## src/dcc_pkg.sv

```systemverilog
// package for the commissioning command block: register map, command bits, timing
// assumes a register port that presents 16-bit words with a write strobe
package dcc_pkg;
    localparam logic [15:0] DCC_LINE1_CMD_ADDR = 16'h9d3e;
    localparam logic [15:0] DCC_LINE2_CMD_ADDR = 16'h9d3f;
    localparam logic [15:0] DCC_LINE1_PCT_ADDR = 16'h7611;
    localparam logic [15:0] DCC_LINE2_PCT_ADDR = 16'h7612;
    localparam logic [15:0] DCC_CMD_RESET = 16'h0000;
    localparam int DCC_BIT_FACTORY = 11;
    localparam int DCC_BIT_FRESH = 12;
    localparam int DCC_BIT_SWAP = 13;
    localparam int DCC_BIT_ENROL = 14;
    localparam int DCC_BIT_CLEAR = 15;
    localparam int DCC_NUM_GEAR = 16;
    localparam logic [6:0] DCC_PCT_FULL = 7'h64;
    localparam int DCC_CLK_HZ = 40000000;
    localparam int DCC_STEP_US = 10;
    localparam int DCC_STEP_CYC = (DCC_CLK_HZ / 1000000) * DCC_STEP_US;
    localparam logic [15:0] DCC_LFSR_SEED = 16'hace1;
    typedef enum logic [2:0]
    {
        DCC_CMD_NONE,
        DCC_CMD_FACTORY,
        DCC_CMD_FRESH,
        DCC_CMD_SWAP,
        DCC_CMD_ENROL,
        DCC_CMD_CLEAR
    } dcc_cmd_t;
endpackage : dcc_pkg

```

## src/dcc_line_if.sv

```systemverilog
// interface between register front end and one line engine
// assumes a single clock domain
`timescale 1ns/1ps
`default_nettype none
interface dcc_line_if;
    import dcc_pkg::*;
    logic start;
    dcc_cmd_t cmd;
    logic busy;
    logic commissioned;
    logic [6:0] percent;
    modport ctrl (output start, output cmd, input busy, input commissioned, input percent);
    modport eng (input start, input cmd, output busy, output commissioned, output percent);
endinterface : dcc_line_if
`default_nettype wire

```

## src/dcc_line_engine.sv

```systemverilog
// one line engine: runs a commissioning command over sixteen gear slots
// assumes the fault map and gear presence come from the line's own receiver
`timescale 1ns/1ps
`default_nettype none
module dcc_line_engine
    import dcc_pkg::*;
(
    input wire logic i_sys_clk,
    input wire logic i_rstn,
    dcc_line_if.eng lif,
    input wire logic [15:0] i_unaddressed,
    input wire logic [15:0] i_fault_map,
    output logic o_cmd_valid,
    output dcc_cmd_t o_cmd,
    output logic [4:0] o_short_addr,
    output logic [15:0] o_addr_map
);
    typedef enum {DCC_IDLE, DCC_RUN} dcc_state_t;
    dcc_state_t state;
    dcc_cmd_t cur;
    logic [15:0] used;
    logic [15:0] pool;
    logic [15:0] lfsr;
    logic [4:0] slot;
    logic [$clog2(DCC_STEP_CYC)-1:0] tick_cnt;
    logic tick;
    logic known;

    function automatic logic [4:0] dcc_pick(input logic [15:0] m, input logic [3:0] rot);
        logic [4:0] r;
        logic [3:0] k;
        r = 5'h00;
        for (int i = 15; i >= 0; i--)
        begin
            k = 4'(i) + rot;
            if (m[k])
                r = {1'b0, k} + 5'h01;
        end
        return r;
    endfunction : dcc_pick

    assign tick = (tick_cnt == ($clog2(DCC_STEP_CYC))'(DCC_STEP_CYC - 1));

    always_ff @(posedge i_sys_clk or negedge i_rstn)
    begin
        if (!i_rstn)
            tick_cnt <= '0;
        else if (state != DCC_RUN || tick)
            tick_cnt <= '0;
        else
            tick_cnt <= tick_cnt + 1'b1;
    end

    always_ff @(posedge i_sys_clk or negedge i_rstn)
    begin
        if (!i_rstn)
            lfsr <= DCC_LFSR_SEED;
        else
            lfsr <= {lfsr[14:0], lfsr[15] ^ lfsr[13] ^ lfsr[12] ^ lfsr[10]};
    end

    always_ff @(posedge i_sys_clk or negedge i_rstn)
    begin
        if (!i_rstn)
        begin
            state <= DCC_IDLE;
            cur <= DCC_CMD_NONE;
            slot <= 5'h00;
            used <= 16'h0000;
            pool <= 16'h0000;
            known <= 1'b0;
            o_cmd_valid <= 1'b0;
            o_cmd <= DCC_CMD_NONE;
            o_short_addr <= 5'h00;
        end
        else
        begin
            o_cmd_valid <= 1'b0;
            case (state)
                DCC_IDLE:
                begin
                    if (lif.start)
                    begin
                        cur <= lif.cmd;
                        slot <= 5'h00;
                        state <= DCC_RUN;
                        o_cmd_valid <= 1'b1;
                        o_cmd <= lif.cmd;
                        o_short_addr <= 5'h00;
                        case (lif.cmd)
                            DCC_CMD_FACTORY, DCC_CMD_CLEAR:
                            begin
                                used <= 16'h0000; // see RULE_01 see RULE_11
                                known <= 1'b0;
                                state <= DCC_IDLE;
                            end
                            DCC_CMD_FRESH:
                                pool <= 16'hffff;
                            DCC_CMD_SWAP:
                                pool <= i_fault_map; // see RULE_06 see RULE_08
                            default:
                                pool <= ~used; // see RULE_09 see RULE_10
                        endcase
                    end
                end
                DCC_RUN:
                begin
                    if (tick)
                    begin
                        if (slot == 5'(DCC_NUM_GEAR))
                        begin
                            state <= DCC_IDLE;
                            known <= 1'b1; // see RULE_04
                        end
                        else
                        begin
                            slot <= slot + 5'h01;
                            if (i_unaddressed[slot[3:0]] && pool != 16'h0000)
                            begin
                                o_cmd_valid <= 1'b1;
                                o_cmd <= cur;
                                if (cur == DCC_CMD_ENROL)
                                    o_short_addr <= dcc_pick(pool, 4'h0); // see RULE_09
                                else
                                    o_short_addr <= dcc_pick(pool, lfsr[3:0]); // see RULE_02 see RULE_03 see RULE_06
                                pool <= pool & ~(16'h0001 << (dcc_pick(pool, (cur == DCC_CMD_ENROL) ? 4'h0 : lfsr[3:0]) - 5'h01));
                                used <= used | (16'h0001 << (dcc_pick(pool, (cur == DCC_CMD_ENROL) ? 4'h0 : lfsr[3:0]) - 5'h01));
                            end
                        end
                    end
                end
                default:
                    state <= DCC_IDLE;
            endcase
        end
    end

    assign lif.busy = (state == DCC_RUN);
    assign lif.commissioned = known;
    assign lif.percent = (state == DCC_RUN) ? 7'((32'(slot) * 32'(DCC_PCT_FULL)) / DCC_NUM_GEAR) :
                         (known ? DCC_PCT_FULL : 7'h00); // see RULE_18
    assign o_addr_map = used;
endmodule : dcc_line_engine
`default_nettype wire

```

## src/dcc_commission.sv

```systemverilog
// top of the commissioning command block: two command words, edge detection, two line engines
// assumes a synchronous 16-bit register port from the field-bus map
`timescale 1ns/1ps
`default_nettype none
// Functional notes
// RULE_01: line 1 bit 11 rise sends factory reset
// RULE_02: line 1 bit 12 rise commissions, random addresses
// RULE_03: fresh commissioning addresses all unaddressed gear
// RULE_04: single-gear functions blocked until commissioned
// RULE_05: line 1 swap only with nonzero fault map
// RULE_06: swap reuses faulty addresses, chosen randomly
// RULE_07: software swaps one faulty gear at a time
// RULE_08: fault at address n is bit n-1
// RULE_09: bit 14 rise enrols at lowest free address
// RULE_10: enrolment keeps existing addresses unchanged
// RULE_11: line 1 bit 15 rise clears addresses
// RULE_12: line 2 word repeats the five commands
// RULE_13: line 2 bit 11 rise factory resets
// RULE_14: line 2 bit 12 rise commissions afresh
// RULE_15: line 2 swap only with nonzero fault map
// RULE_16: line 2 bit 14 rise enrols gear
// RULE_17: line 2 bit 15 rise clears addresses
// RULE_18: readable commission percent per line, 0 to 100
// RULE_19: only zero-to-one changes trigger commands
module dcc_commission
    import dcc_pkg::*;
(
    input wire logic i_sys_clk,
    input wire logic i_rstn,
    input wire logic i_reg_wr,
    input wire logic [15:0] i_reg_addr,
    input wire logic [15:0] i_reg_wdata,
    output logic [15:0] o_reg_rdata,
    input wire logic [15:0] i_line1_fault_map,
    input wire logic [15:0] i_line2_fault_map,
    input wire logic [15:0] i_line1_unaddressed,
    input wire logic [15:0] i_line2_unaddressed,
    output logic o_line1_cmd_valid,
    output dcc_cmd_t o_line1_cmd,
    output logic [4:0] o_line1_short_addr,
    output logic [15:0] o_line1_addr_map,
    output logic o_line1_single_ok,
    output logic o_line2_cmd_valid,
    output dcc_cmd_t o_line2_cmd,
    output logic [4:0] o_line2_short_addr,
    output logic [15:0] o_line2_addr_map,
    output logic o_line2_single_ok
);
    logic [15:0] cmd_word [2];
    logic [15:0] prev_word [2];
    logic [15:0] rise [2];
    logic [15:0] fault [2];
    dcc_line_if lif [2] ();

    function automatic dcc_cmd_t dcc_decode(input logic [15:0] r, input logic [15:0] f);
        dcc_cmd_t c;
        c = DCC_CMD_NONE;
        if (r[DCC_BIT_FACTORY])
            c = DCC_CMD_FACTORY;
        else if (r[DCC_BIT_FRESH])
            c = DCC_CMD_FRESH;
        else if (r[DCC_BIT_SWAP] && f != 16'h0000)
            c = DCC_CMD_SWAP;
        else if (r[DCC_BIT_ENROL])
            c = DCC_CMD_ENROL;
        else if (r[DCC_BIT_CLEAR])
            c = DCC_CMD_CLEAR;
        return c;
    endfunction : dcc_decode

    assign fault[0] = i_line1_fault_map;
    assign fault[1] = i_line2_fault_map;

    always_ff @(posedge i_sys_clk or negedge i_rstn)
    begin
        if (!i_rstn)
        begin
            cmd_word[0] <= DCC_CMD_RESET;
            cmd_word[1] <= DCC_CMD_RESET;
        end
        else if (i_reg_wr)
        begin
            if (i_reg_addr == DCC_LINE1_CMD_ADDR)
                cmd_word[0] <= i_reg_wdata;
            if (i_reg_addr == DCC_LINE2_CMD_ADDR)
                cmd_word[1] <= i_reg_wdata; // see RULE_12
        end
    end

    always_ff @(posedge i_sys_clk or negedge i_rstn)
    begin
        if (!i_rstn)
        begin
            prev_word[0] <= DCC_CMD_RESET;
            prev_word[1] <= DCC_CMD_RESET;
        end
        else
        begin
            // an edge seen while busy is held off until idle
            if (!lif[0].busy)
                prev_word[0] <= cmd_word[0]; // see RULE_19
            if (!lif[1].busy)
                prev_word[1] <= cmd_word[1]; // see RULE_19
        end
    end

    assign rise[0] = cmd_word[0] & ~prev_word[0];
    assign rise[1] = cmd_word[1] & ~prev_word[1];

    genvar g;
    generate
        for (g = 0; g < 2; g++)
        begin : g_line
            assign lif[g].cmd = dcc_decode(rise[g], fault[g]); // see RULE_05 see RULE_15
            assign lif[g].start = !lif[g].busy && (lif[g].cmd != DCC_CMD_NONE);
        end
    endgenerate

    // see RULE_01 see RULE_02 see RULE_03 see RULE_09 see RULE_11
    dcc_line_engine u_line1 (
        .i_sys_clk(i_sys_clk),
        .i_rstn(i_rstn),
        .lif(lif[0]),
        .i_unaddressed(i_line1_unaddressed),
        .i_fault_map(i_line1_fault_map),
        .o_cmd_valid(o_line1_cmd_valid),
        .o_cmd(o_line1_cmd),
        .o_short_addr(o_line1_short_addr),
        .o_addr_map(o_line1_addr_map)
    );

    // see RULE_13 see RULE_14 see RULE_16 see RULE_17
    dcc_line_engine u_line2 (
        .i_sys_clk(i_sys_clk),
        .i_rstn(i_rstn),
        .lif(lif[1]),
        .i_unaddressed(i_line2_unaddressed),
        .i_fault_map(i_line2_fault_map),
        .o_cmd_valid(o_line2_cmd_valid),
        .o_cmd(o_line2_cmd),
        .o_short_addr(o_line2_short_addr),
        .o_addr_map(o_line2_addr_map)
    );

    assign o_line1_single_ok = lif[0].commissioned && !lif[0].busy; // see RULE_04
    assign o_line2_single_ok = lif[1].commissioned && !lif[1].busy; // see RULE_04

    always_ff @(posedge i_sys_clk or negedge i_rstn)
    begin
        if (!i_rstn)
            o_reg_rdata <= 16'h0000;
        else
        begin
            case (i_reg_addr)
                DCC_LINE1_CMD_ADDR: o_reg_rdata <= cmd_word[0];
                DCC_LINE2_CMD_ADDR: o_reg_rdata <= cmd_word[1];
                DCC_LINE1_PCT_ADDR: o_reg_rdata <= {9'h000, lif[0].percent}; // see RULE_18
                DCC_LINE2_PCT_ADDR: o_reg_rdata <= {9'h000, lif[1].percent};
                default: o_reg_rdata <= 16'h0000;
            endcase
        end
    end
endmodule : dcc_commission
`default_nettype wire

```

## config.mk

```make
export PLATFORM = sky130hd
export DESIGN_NAME = dcc_commission
export DESIGN_NICKNAME = d
export VERILOG_FILES = /design/src/dcc_pkg.sv /design/src/dcc_line_if.sv /design/src/dcc_line_engine.sv /design/src/dcc_commission.sv
export SDC_FILE = /design/constraint.sdc
export NUM_CORES = 1
export LEC_CHECK = 0
export BUFFER_PORTS_ARGS = -buffer_cell sky130_fd_sc_hd__buf_2
export CAP_MARGIN = 20
export CORE_UTILIZATION = 45
export CTS_CLUSTER_SIZE = 16
export DETAILED_ROUTE_END_ITERATION = 10
export GPL_TIMING_DRIVEN = 0
export PLACE_DENSITY_LB_ADDON = 0.08
export SLEW_MARGIN = 0
export SYNTH_ARGS = -nofsm -noshare
export SYNTH_HDL_FRONTEND = slang
export SYNTH_SLANG_ARGS = --single-unit
```

## constraint.sdc

```tcl
create_clock -name i_sys_clk -period 17.95 [get_ports i_sys_clk]
set_clock_uncertainty 0.1 [all_clocks]
set_input_delay 1.795 -clock i_sys_clk [delete_from_list [all_inputs] [get_ports i_sys_clk]]
set_output_delay 1.795 -clock i_sys_clk [all_outputs]
set_load 0.03 [all_outputs]
```

==> flow_summary.ini, run 1 <==
[power]
p_int_mw = 0.813
cellLeakagePower_nw = 9.83
combPwrFrac_pct = 2.9
switchingPower_mw = 0.233
powerDensity_nw_per_um2 = 44.7
p_clk_share_pct = 51.9
sw_frac_of_total_pct = 22.2
ir_drop_v = 0.0000650
p_seq_share_pct = 45.3

[clock_tree]
hold_buffers = 0
cts_resized = 0
cts_tree = yes
cts_made_buffers = 24
path_clk_slew_ns = 0.06
clock_path_buffers = 3
worst_skew_pair.late_latency_ns = 0.55
cts.sinks = 210
cts_root_buf = clkbuf_16
htreeDepth = 1
postCtsSetupRepairBufs = 0

[setup_path]
r2r-start = u_line1.cur[1]$_DFFE_PN0P_
worstPathRequired_ns = 18.25
critPathLaunch = u_line1.cur[1]$_DFFE_PN0P_
startpoint_type = register
cp.arrival_ns = 7.88
crit_fanout = 13
worst-r2r-setup-slack_ns = 10.37
r2r_cells = 21
r2r-end = u_line1.pool[4]$_DFFE_PN0P_
crit_path_end = u_line1.pool[4]$_DFFE_PN0P_
worstSetupPathType = reg2reg
critPathCaptureType = register

[global_route]
grt_pass1_wl_mm = 120
antenna_found_initial = 0
grt_overflow = 0
grt_usage_pct = 32.3
first_global_vias = 20200
grt_max_degree = 89

[synthesis]
synth_cell_type_count = 119
synth_seq_cells = 210
ys.flop_type = dfrtp_1
synthArstFlopShare_pct = 100
yosysWarnings = 0
synthesis.nets = 2653
synth_edf_count = 0
synthCells = 2462
avgSynthCellArea_um2 = 8.48
syn_area_um2 = 20900
yosysSeqAreaShare_pct = 25.3

[cells_and_area]
design_area_um2 = 23400
fillers = 4334
nets = 2848
stdcell_count = 3276
final_cell_mix = 235 x nand2_1, 211 x nor2_1, 194 x dfrtp_1, 191 x buf_2, 177 x a21oi_1
fin_util_pct = 51.4
areaGrowthSynthToFinish_pct = 12.2
drive_gt1_share_pct = 17.5
final_common_cell = nand2_1

[route]
num_vias = 21300
viasPerCell = 6.50
wirelength_mm = 77.6
routedWlPerCell_um = 23.7
drc = 0
ant_nets = 0
drtIter0Drc = 2354
dr.pass1.iters = 6

[sta]
slew_headroom_pct = 25.2
hold_violations = 0
finalHoldWorstSlack_ns = 0.251
layout_min_cycle_time_ns = 7.58
drv_slew = 0
worstMarginPinSlew_ns = 1.12
setup_viol = 0
fin_setup_tns_ns = 0
final.period_utilization_pct = 42.2
rsz0062_at_grt = false
max_freq_ghz = 0.132

[placed_design]
portBuffers = 166
place_area_um2 = 22500
dp_cells = 3230
dp_hpwl_mm = 59.9
gp_congestion = 0.969

[floorplan]
core_um2 = 45600
fp.dieW_um = 217
start_util_pct = 45.8
die_area_um2 = 47200
dieHeight_um = 217
io-pin-count = 167
rows = 78

[worst_hold_path]
hold_path_class = reg2reg

[flow_run]
cap_violations = 0

[status]
status = complete, no violations
-- worst min path at each step --
stage	startpoint	endpoint	cells after the start
finish	u_line1.lfsr[9]$_DFF_PN0_	u_line1.lfsr[10]$_DFF_PN1_	0
global placement	u_line2.lfsr[4]$_DFF_PN0_	u_line2.lfsr[5]$_DFF_PN1_	0
global route	u_line1.lfsr[6]$_DFF_PN1_	u_line1.lfsr[7]$_DFF_PN1_	0
floorplan	u_line1.lfsr[8]$_DFF_PN0_	u_line1.lfsr[9]$_DFF_PN0_	0
detailed placement	u_line1.lfsr[4]$_DFF_PN0_	u_line1.lfsr[5]$_DFF_PN1_	0
CTS	u_line1.lfsr[6]$_DFF_PN1_	u_line1.lfsr[7]$_DFF_PN1_	0
-- critical path, cell delays in order, from the launching register on --
cell and delay, ns:
dfrtp_1 0.50, or3b_1 0.43, buf_6 0.16, buf_6 0.15
buf_6 0.15, nand2_1 0.39, inv_1 0.15, clkbuf_1 0.38
ha_1 0.34, clkbuf_1 0.27, or3_1 0.43, clkbuf_1 0.18
mux2i_1 0.18, o21ai_1 0.73, o31ai_1 0.32, or4_4 0.62
o221ai_1 0.34, o21ai_2 0.20, nor2_1 0.19, ha_1 0.29
nor3_1 0.75, a21oi_1 0.17
-- per-stage QoR --
stage | worst slack (ns) | total power, mW
after global placement | 10.58 | 0.510
final | 10.37 | 1.05
after detailed placement | 10.55 | 0.513
after CTS | 10.54 | 1.06
after global routing | 9.99 | 1.08
after floorplan | 12.19 | 0.486
-- per-layer routing --
layer | wire length [um] | track usage [%] | share of wire, %
met5 | 0 | 0 | 0
met4 | 2910 | 12.4 | 3.8
met3 | 5510 | 4.60 | 7.1
met2 | 36600 | 53.5 | 47
met1 | 32600 | 42.6 | 42
-- power groups by stage --
stage	clock network (mW)	logic, mW	registers (mW)
after floorplan	0	0.00421	0.482
after CTS	0.554	0.0304	0.473
after global routing	0.571	0.0333	0.473
after global placement	0	0.0281	0.482
final	0.542	0.0300	0.474
after detailed placement	0	0.0304	0.482
-- Yosys cell counts (all sizes together) (33+ instances only) --
cell type  instances  share of area [%]
xnor2             69                2.9
nand3             74                1.8
nand2            238                4.3
inv               84                1.5
nand2b            33               0.99
dfrtp            194                 23
a31oi             41                1.3
o21ai            150                3.7
ha                90                5.4
a211oi            62                2.5
nor2             212                3.8
a21oi            179                4.4
mux2i             83                4.1
clkbuf           124                2.2
buf               50                1.4
nor2b             35                1.0
nor3              68                1.7
xor2              34                1.4
o211ai            35                1.3
mux2              78                4.2
mux4              62                6.7
-- cell type report --
class / count / area (um2) / share of cell area, %
Inverter: 86 / 323 / 1.38
Sequential cell: 210 / 5280 / 22.5
Timing Repair Buffer: 169 / 903 / 3.86
Buffer: 174 / 753 / 3.22
Multi-Input combinational cell: 1992 / 14500 / 62.0
Antenna cell: 1 / 2.50 / 0.0107
Tap cell: 600 / 751 / 3.21
Clock inverter: 16 / 256 / 1.10
Clock buffer: 28 / 626 / 2.67
-- flip-flops by register name (all words and copies together), names as in the netlist, 9 cells and up --
| name | cells |
|---|---|
| u_line1.lfsr | 16 |
| u_line2.lfsr | 16 |
| cmd_word | 32 |
| u_line1.pool | 16 |
| u_line2.tick_cnt | 9 |
| u_line1.tick_cnt | 9 |
| u_line2.pool | 16 |
| u_line1.o_addr_map | 16 |
| o_reg_rdata | 16 |
| u_line2.o_addr_map | 16 |
| prev_word | 10 |
-- logic make-up (layout without fill, tap and decap cells) --
logic type,after synthesis,in the layout,synth area share [%]
other cells,0,1,0
fa+ha+maj,92,92,5.59
buf+inv,260,473,5.16
flops,210,210,25.3
compound gates,762,762,25.6
simple gates,812,812,19.0
xor+xnor,103,103,4.36
mux,223,223,15.0
Power figures use the tool's default switching activity.
==> run 2, diff against run 1 <==
Settings changed: ABC_AREA from default to 1.
Clock period 17.95 ns to 7.1 ns, I/O delays scaled along.
==> flow_summary.ini, run 2 <==
[sta]
slew_headroom_pct = 39.6
worst_slack_ns = 1.31
layout_min_cycle_time_ns = 5.79
max_freq_ghz = 0.173
worstMarginPinSlew_ns = 0.900
hold_violations = 0
drv_slew = 0
final.period_utilization_pct = 81.6
fin_setup_tns_ns = 0
setup_viol = 0
rsz0062_at_grt = false

[setup_path]
worst-r2r-setup-slack_ns = 1.31
critPathLaunch = u_line1.lfsr[0]$_DFF_PN1_
worst_path_max_delay_cell = dfstp_2
crit_family = simple AND/OR/NAND/NOR gates
r2r-start = u_line1.lfsr[0]$_DFF_PN1_
r2r-end = u_line1.pool[12]$_DFFE_PN0P_
critPathCaptureType = register
cp_num_buf_inv = 7
cpPeakStageDelay_ns = 0.62
worstPathRequired_ns = 7.44
crit_fanout = 12
crit_path_frequent_cell = nand2_1
r2r_cells = 30
worstSetupPathType = reg2reg
cp.arrival_ns = 6.13
startpoint_type = register

[cells_and_area]
regMostFlops = cmd_word
areaGrowthSynthToFinish_pct = 12.5
drive_gt1_share_pct = 12.6
nets = 3608
final_common_cell = nand2_1
largest_reg_flops = 32
design_area_um2 = 22900
final_cell_mix = 926 x nand2_1, 488 x inv_1, 281 x o21ai_0, 257 x nand3_1, 209 x nor2_1

[route]
wirelength_mm = 68.2
viasPerCell = 5.42
drtIter0Drc = 1753
ant_nets = 0
dr.pass1.iters = 6
drc = 0
num_vias = 21800
routedWlPerCell_um = 16.9

[synthesis]
synth.area.mux_share_pct = 0.589
synth.area.top_cells = dfrtp_1 24%, nand2_1 17%, inv_1 9.0%, o21ai_0 6.9%, nand3_1 6.3%
synth_top_cells_by_count = 926 x nand2_1, 488 x inv_1, 281 x o21ai_0, 257 x nand3_1, 209 x nor2_1
synth_top_family_by_area = simple AND/OR/NAND/NOR gates
yosysSeqAreaShare_pct = 25.9
synth_compound_area_share_pct = 17.7
yosys.area.top_type = dfrtp_1
synth_fa_ha_area_share_pct = 5.72
synthCells = 3220
syn_area_um2 = 20400
synth_seq_cells = 210
synth-xor-area-share_pct = 2.89
synthesis.nets = 3411
yosysMostFrequentCell = nand2_1
avgSynthCellArea_um2 = 6.33
yosysWarnings = 0
synthDominantCellAreaShare_pct = 23.8
synth-simple-area-share_pct = 35.0
synthArstFlopShare_pct = 100
synth_cell_type_count = 65
synth_edf_count = 0
ys.flop_type = dfrtp_1

[floorplan]
fp.dieW_um = 215
dieHeight_um = 215
core_um2 = 44400
start_util_pct = 45.9
rows = 77
die_area_um2 = 46100
io-pin-count = 167

[placed_design]
gp_congestion = 0.942
place_area_um2 = 22000
dp_hpwl_mm = 53.2
pre_cts_ws_ns = 1.46
portBuffers = 166

[global_route]
grt_usage_pct = 29.2
grt_overflow = 0
antenna_found_initial = 0
first_global_vias = 20600
grt_pass1_wl_mm = 110
grt_max_degree = 110

[flow_run]
cap_violations = 0

[clock_tree]
cts_made_buffers = 26
cts_resized = 0
htreeDepth = 1
clock_path_buffers = 3
postCtsSetupRepairBufs = 0
path_clk_slew_ns = 0.06
worst_skew_pair.late_latency_ns = 0.56
cts.sinks = 210
cts_tree = yes
cts_root_buf = clkbuf_16

[power]
powerDensity_nw_per_um2 = 215
cellLeakagePower_nw = 12.4
p_seq_share_pct = 27.7
p_int_mw = 2.78
sw_frac_of_total_pct = 43.7
switchingPower_mw = 2.15
p_clk_share_pct = 28.1
ir_drop_v = 0.000185
combPwrFrac_pct = 44.2

[worst_hold_path]
min_delay_path_depth = 0
hold_path_class = reg2reg
worstHoldStart = u_line2.lfsr[8]$_DFF_PN0_
hold-path-endpoint = u_line2.lfsr[9]$_DFF_PN0_

[status]
status = complete, no violations
## run 2: layer usage
layer / vias to the layer above / global-route usage, % / part of all wire [%]
li1: 10800 / - / -
met1: 10300 / 40.5 / 46
met2: 675 / 48.1 / 46
met3: 94 / 3.85 / 5.8
met4: 0 / 6.48 / 2.2
met5: - / 0 / 0
## run 2: worst max path at each step
| stage | endpoint | slack (ns) | depth (start not counted) |
|---|---|---|---|
| after global placement | u_line2.o_short_addr[1]$_DFFE_PN0P_ | 1.48 | 1 |
| after global routing | u_line1.pool[12]$_DFFE_PN0P_ | 1.01 | 30 |
| final | u_line1.pool[12]$_DFFE_PN0P_ | 1.31 | 30 |
| after CTS | u_line1.pool[12]$_DFFE_PN0P_ | 1.45 | 30 |
| after detailed placement | u_line1.pool[12]$_DFFE_PN0P_ | 1.46 | 30 |
| after floorplan | u_line1.pool[13]$_DFFE_PN0P_ | 2.70 | 30 |
## run 2: cells by family (layout without fill, tap and decap cells)
logic type / after synthesis / in the layout
mux: 12 / 12
xor+xnor: 60 / 60
buf+inv: 627 / 843
flops: 210 / 210
other cells: 0 / 1
compound gates: 615 / 615
fa+ha+maj: 92 / 92
simple gates: 1604 / 1604
## run 2: final cells by class
| type | count | area (um2) |
|---|---|---|
| Antenna cell | 1 | 2.50 |
| Buffer | 100 | 520 |
| Clock buffer | 33 | 707 |
| Clock inverter | 14 | 184 |
| Fill cell | 4646 | 21500 |
| Inverter | 527 | 1980 |
| Multi-Input combinational cell | 2383 | 12600 |
| Sequential cell | 210 | 5280 |
| Tap cell | 592 | 741 |
| Timing Repair Buffer | 169 | 906 |
## run 2: power by group through the flow
stage               Sequential, mW  Clock, mW  Combinational (mW)
detailed placement            1.38          0                2.14
floorplan                     1.34          0                1.61
global route                  1.37       1.46                2.46
CTS                           1.36       1.42                2.15
global placement              1.38          0                2.10
finish                        1.37       1.38                2.18
## run 2: stage by stage
stage	total power, mW	hold WS [ns]	cells	utilization (%)
after floorplan	2.96	0.231	3220	-
final	4.93	0.246	4029	51.6
after global routing	5.29	0.258	4028	51.6
after detailed placement	3.52	0.237	3980	49.6
after CTS	4.93	0.248	4028	51.6
after global placement	3.49	0.235	3978	49.4
## run 2: repair_timing
| action | CTS | global route |
|---|---|---|
| hold buffers | 1 | 0 |
| endpoints found under the setup margin | 0 | 0 |
| hold endpoints to repair | 13 | 0 |
## run 2: worst register-to-register path, delay by kind of cell, from the launching register on
family | cells | cell delay, ns
buffers and inverters | 7 | 1.50
DFF | 1 | 0.62
and+or+nand+nor | 16 | 2.03
AOI/OAI and AO/OA | 5 | 0.83
adders and majority gates | 2 | 0.61
==> run 3, diff against run 2 <==
Clock period 7.1 ns to 5.85 ns, I/O delays scaled along.
==> flow_summary.ini, run 3 (same netlist as run 2, synthesis figures left out) <==
[floorplan]
fp.dieW_um = 215
die_area_um2 = 46100
core_um2 = 44400
rows = 77
dieHeight_um = 215
start_util_pct = 45.9
io-pin-count = 167

[global_route]
antenna_found_initial = 0
grt_max_degree = 110
grt-busiest-layer = met2
grt_overflow = 0
grt_pass1_wl_mm = 110
grt_usage_pct = 29.2
gr-usage-met1_pct = 40.5
first_global_vias = 20600
grt_use_met3_pct = 3.85
grt.met2_usage_pct = 48.1

[setup_path]
critPathLaunch = u_line1.lfsr[0]$_DFF_PN1_
worst_path_max_delay_cell = dfstp_2
crit_path_frequent_cell = nand2_1
r2r-end = u_line1.pool[12]$_DFFE_PN0P_
path_depth = 29
worstSetupPathType = reg2reg
worst-r2r-setup-slack_ns = 0.46
startpoint_type = register
critPathCaptureType = register
cp_num_buf_inv = 6
cpPeakStageDelay_ns = 0.62
crit_fanout = 12
worstPathRequired_ns = 6.19
crit_family = simple AND/OR/NAND/NOR gates
r2r-start = u_line1.lfsr[0]$_DFF_PN1_
cp.arrival_ns = 5.73
r2r_cells = 29
crit_path_end = u_line1.pool[12]$_DFFE_PN0P_

[clock_tree]
cts.sinks = 210
cts_tree = yes
worst_skew_pair.late_latency_ns = 0.55
cts_made_buffers = 26
cts_root_buf = clkbuf_16
clock_path_buffers = 3
htreeDepth = 1
path_clk_slew_ns = 0.06

[worst_hold_path]
hold_path_class = in2reg

[cells_and_area]
fin_util_pct = 51.6
areaGrowthSynthToFinish_pct = 12.5
regMostFlops = cmd_word
nets = 3607
final_common_cell = nand2_1
final_cell_mix = 926 x nand2_1, 488 x inv_1, 281 x o21ai_0, 257 x nand3_1, 209 x nor2_1
largest_reg_flops = 32
drive_gt1_share_pct = 12.6

[sta]
setup_viol = 0
hold_violations = 0
rsz0062_at_grt = false
fin_setup_tns_ns = 0
max_freq_ghz = 0.185
final.period_utilization_pct = 92.2
slew_headroom_pct = 39.3
worstMarginPinSlew_ns = 0.905
layout_min_cycle_time_ns = 5.39
drv_slew = 0

[route]
routedWlPerCell_um = 16.9
wirelength_mm = 68.2
ant_nets = 0
dr.pass1.iters = 6
drc = 0
drtIter0Drc = 1817
num_vias = 21800
viasPerCell = 5.42

[power]
ir_drop_v = 0.000224
p_total_mw = 5.98
powerDensity_nw_per_um2 = 261
cellLeakagePower_nw = 12.4

[flow_run]
cap_violations = 0

[placed_design]
gp_congestion = 0.942
portBuffers = 166
dp_hpwl_mm = 53.2

[status]
status = complete, no violations
==> run 3: cell count changes in the layout (fill, tap and decap cells not counted), sizes merged <==
cell    delta
clkbuf     -1
diode      +1
==> run 3: per-stage QoR <==
stage	hold WS, ns	cell area (um2)	worst slack (ns)	instances
final	0.195	22900	0.458	4029
after global routing	0.190	22900	0.0449	4027
after CTS	0.168	22900	0.196	4028
after detailed placement	0.237	22000	0.214	3980
after global placement	0.235	21900	0.273	3978
after floorplan	0.189	20400	1.45	3220
==> run 3: report_power, final <==
part / switching (mW) / leakage (nW) / internal (mW) / total (mW)
sequential: 0.134 / 2.54 / 1.53 / 1.66
clock: 0.683 / 0.437 / 0.996 / 1.68
combinational: 1.79 / 9.45 / 0.848 / 2.64
==> run 3: layout make-up <==
class	instances	area, um2
multi-input combinational	2383	12600
tap	592	741
clock buffer	33	707
sequential	210	5280
clock inverter	14	184
timing repair buffer	169	906
antenna	2	5.00
inverter	527	1980
buffer	99	519
fill	4643	21500
==> run 3: worst reg2reg max path, delay by kind of cell (launching register included) <==
kind                       cells  cell delay [ns]
AOI/OAI and AO/OA              5             0.83
adders and majority gates      2             0.71
buffers and inverters          6             1.09
DFF                            1             0.62
and+or+nand+nor               16             1.95
==> run 3: what timing repair did <==
action	in CTS	in global routing
setup endpoints to repair	0	17
buffers inserted	0	0
hold buffers	1	0
gates resized for setup	0	4
endpoints found under the hold margin	21	0
==> run 3: worst min path at each step <==
stage,startpoint,end,depth (start not counted)
3_3_place_gp,u_line1.lfsr[9]$_DFF_PN0_,u_line1.lfsr[10]$_DFF_PN1_,0
3_5_place_dp,u_line2.lfsr[8]$_DFF_PN0_,u_line2.lfsr[9]$_DFF_PN0_,0
4_1_cts,i_reg_wdata[2],cmd_word[2]$_DFFE_PN0P_,3
6_report,i_reg_wdata[8],cmd_word[24]$_DFFE_PN0P_,3
2_1_floorplan,i_rstn,cmd_word[0]$_DFFE_PN0P_,0
5_1_grt,i_reg_wdata[3],cmd_word[3]$_DFFE_PN0P_,3
==> run 3: routing by layer <==
| layer | up-vias | share of wire, % |
|---|---|---|
| li1 | 10800 | - |
| met1 | 10300 | 46 |
| met2 | 626 | 46 |
| met3 | 93 | 5.7 |
| met4 | 0 | 2.2 |
| met5 | - | 0 |
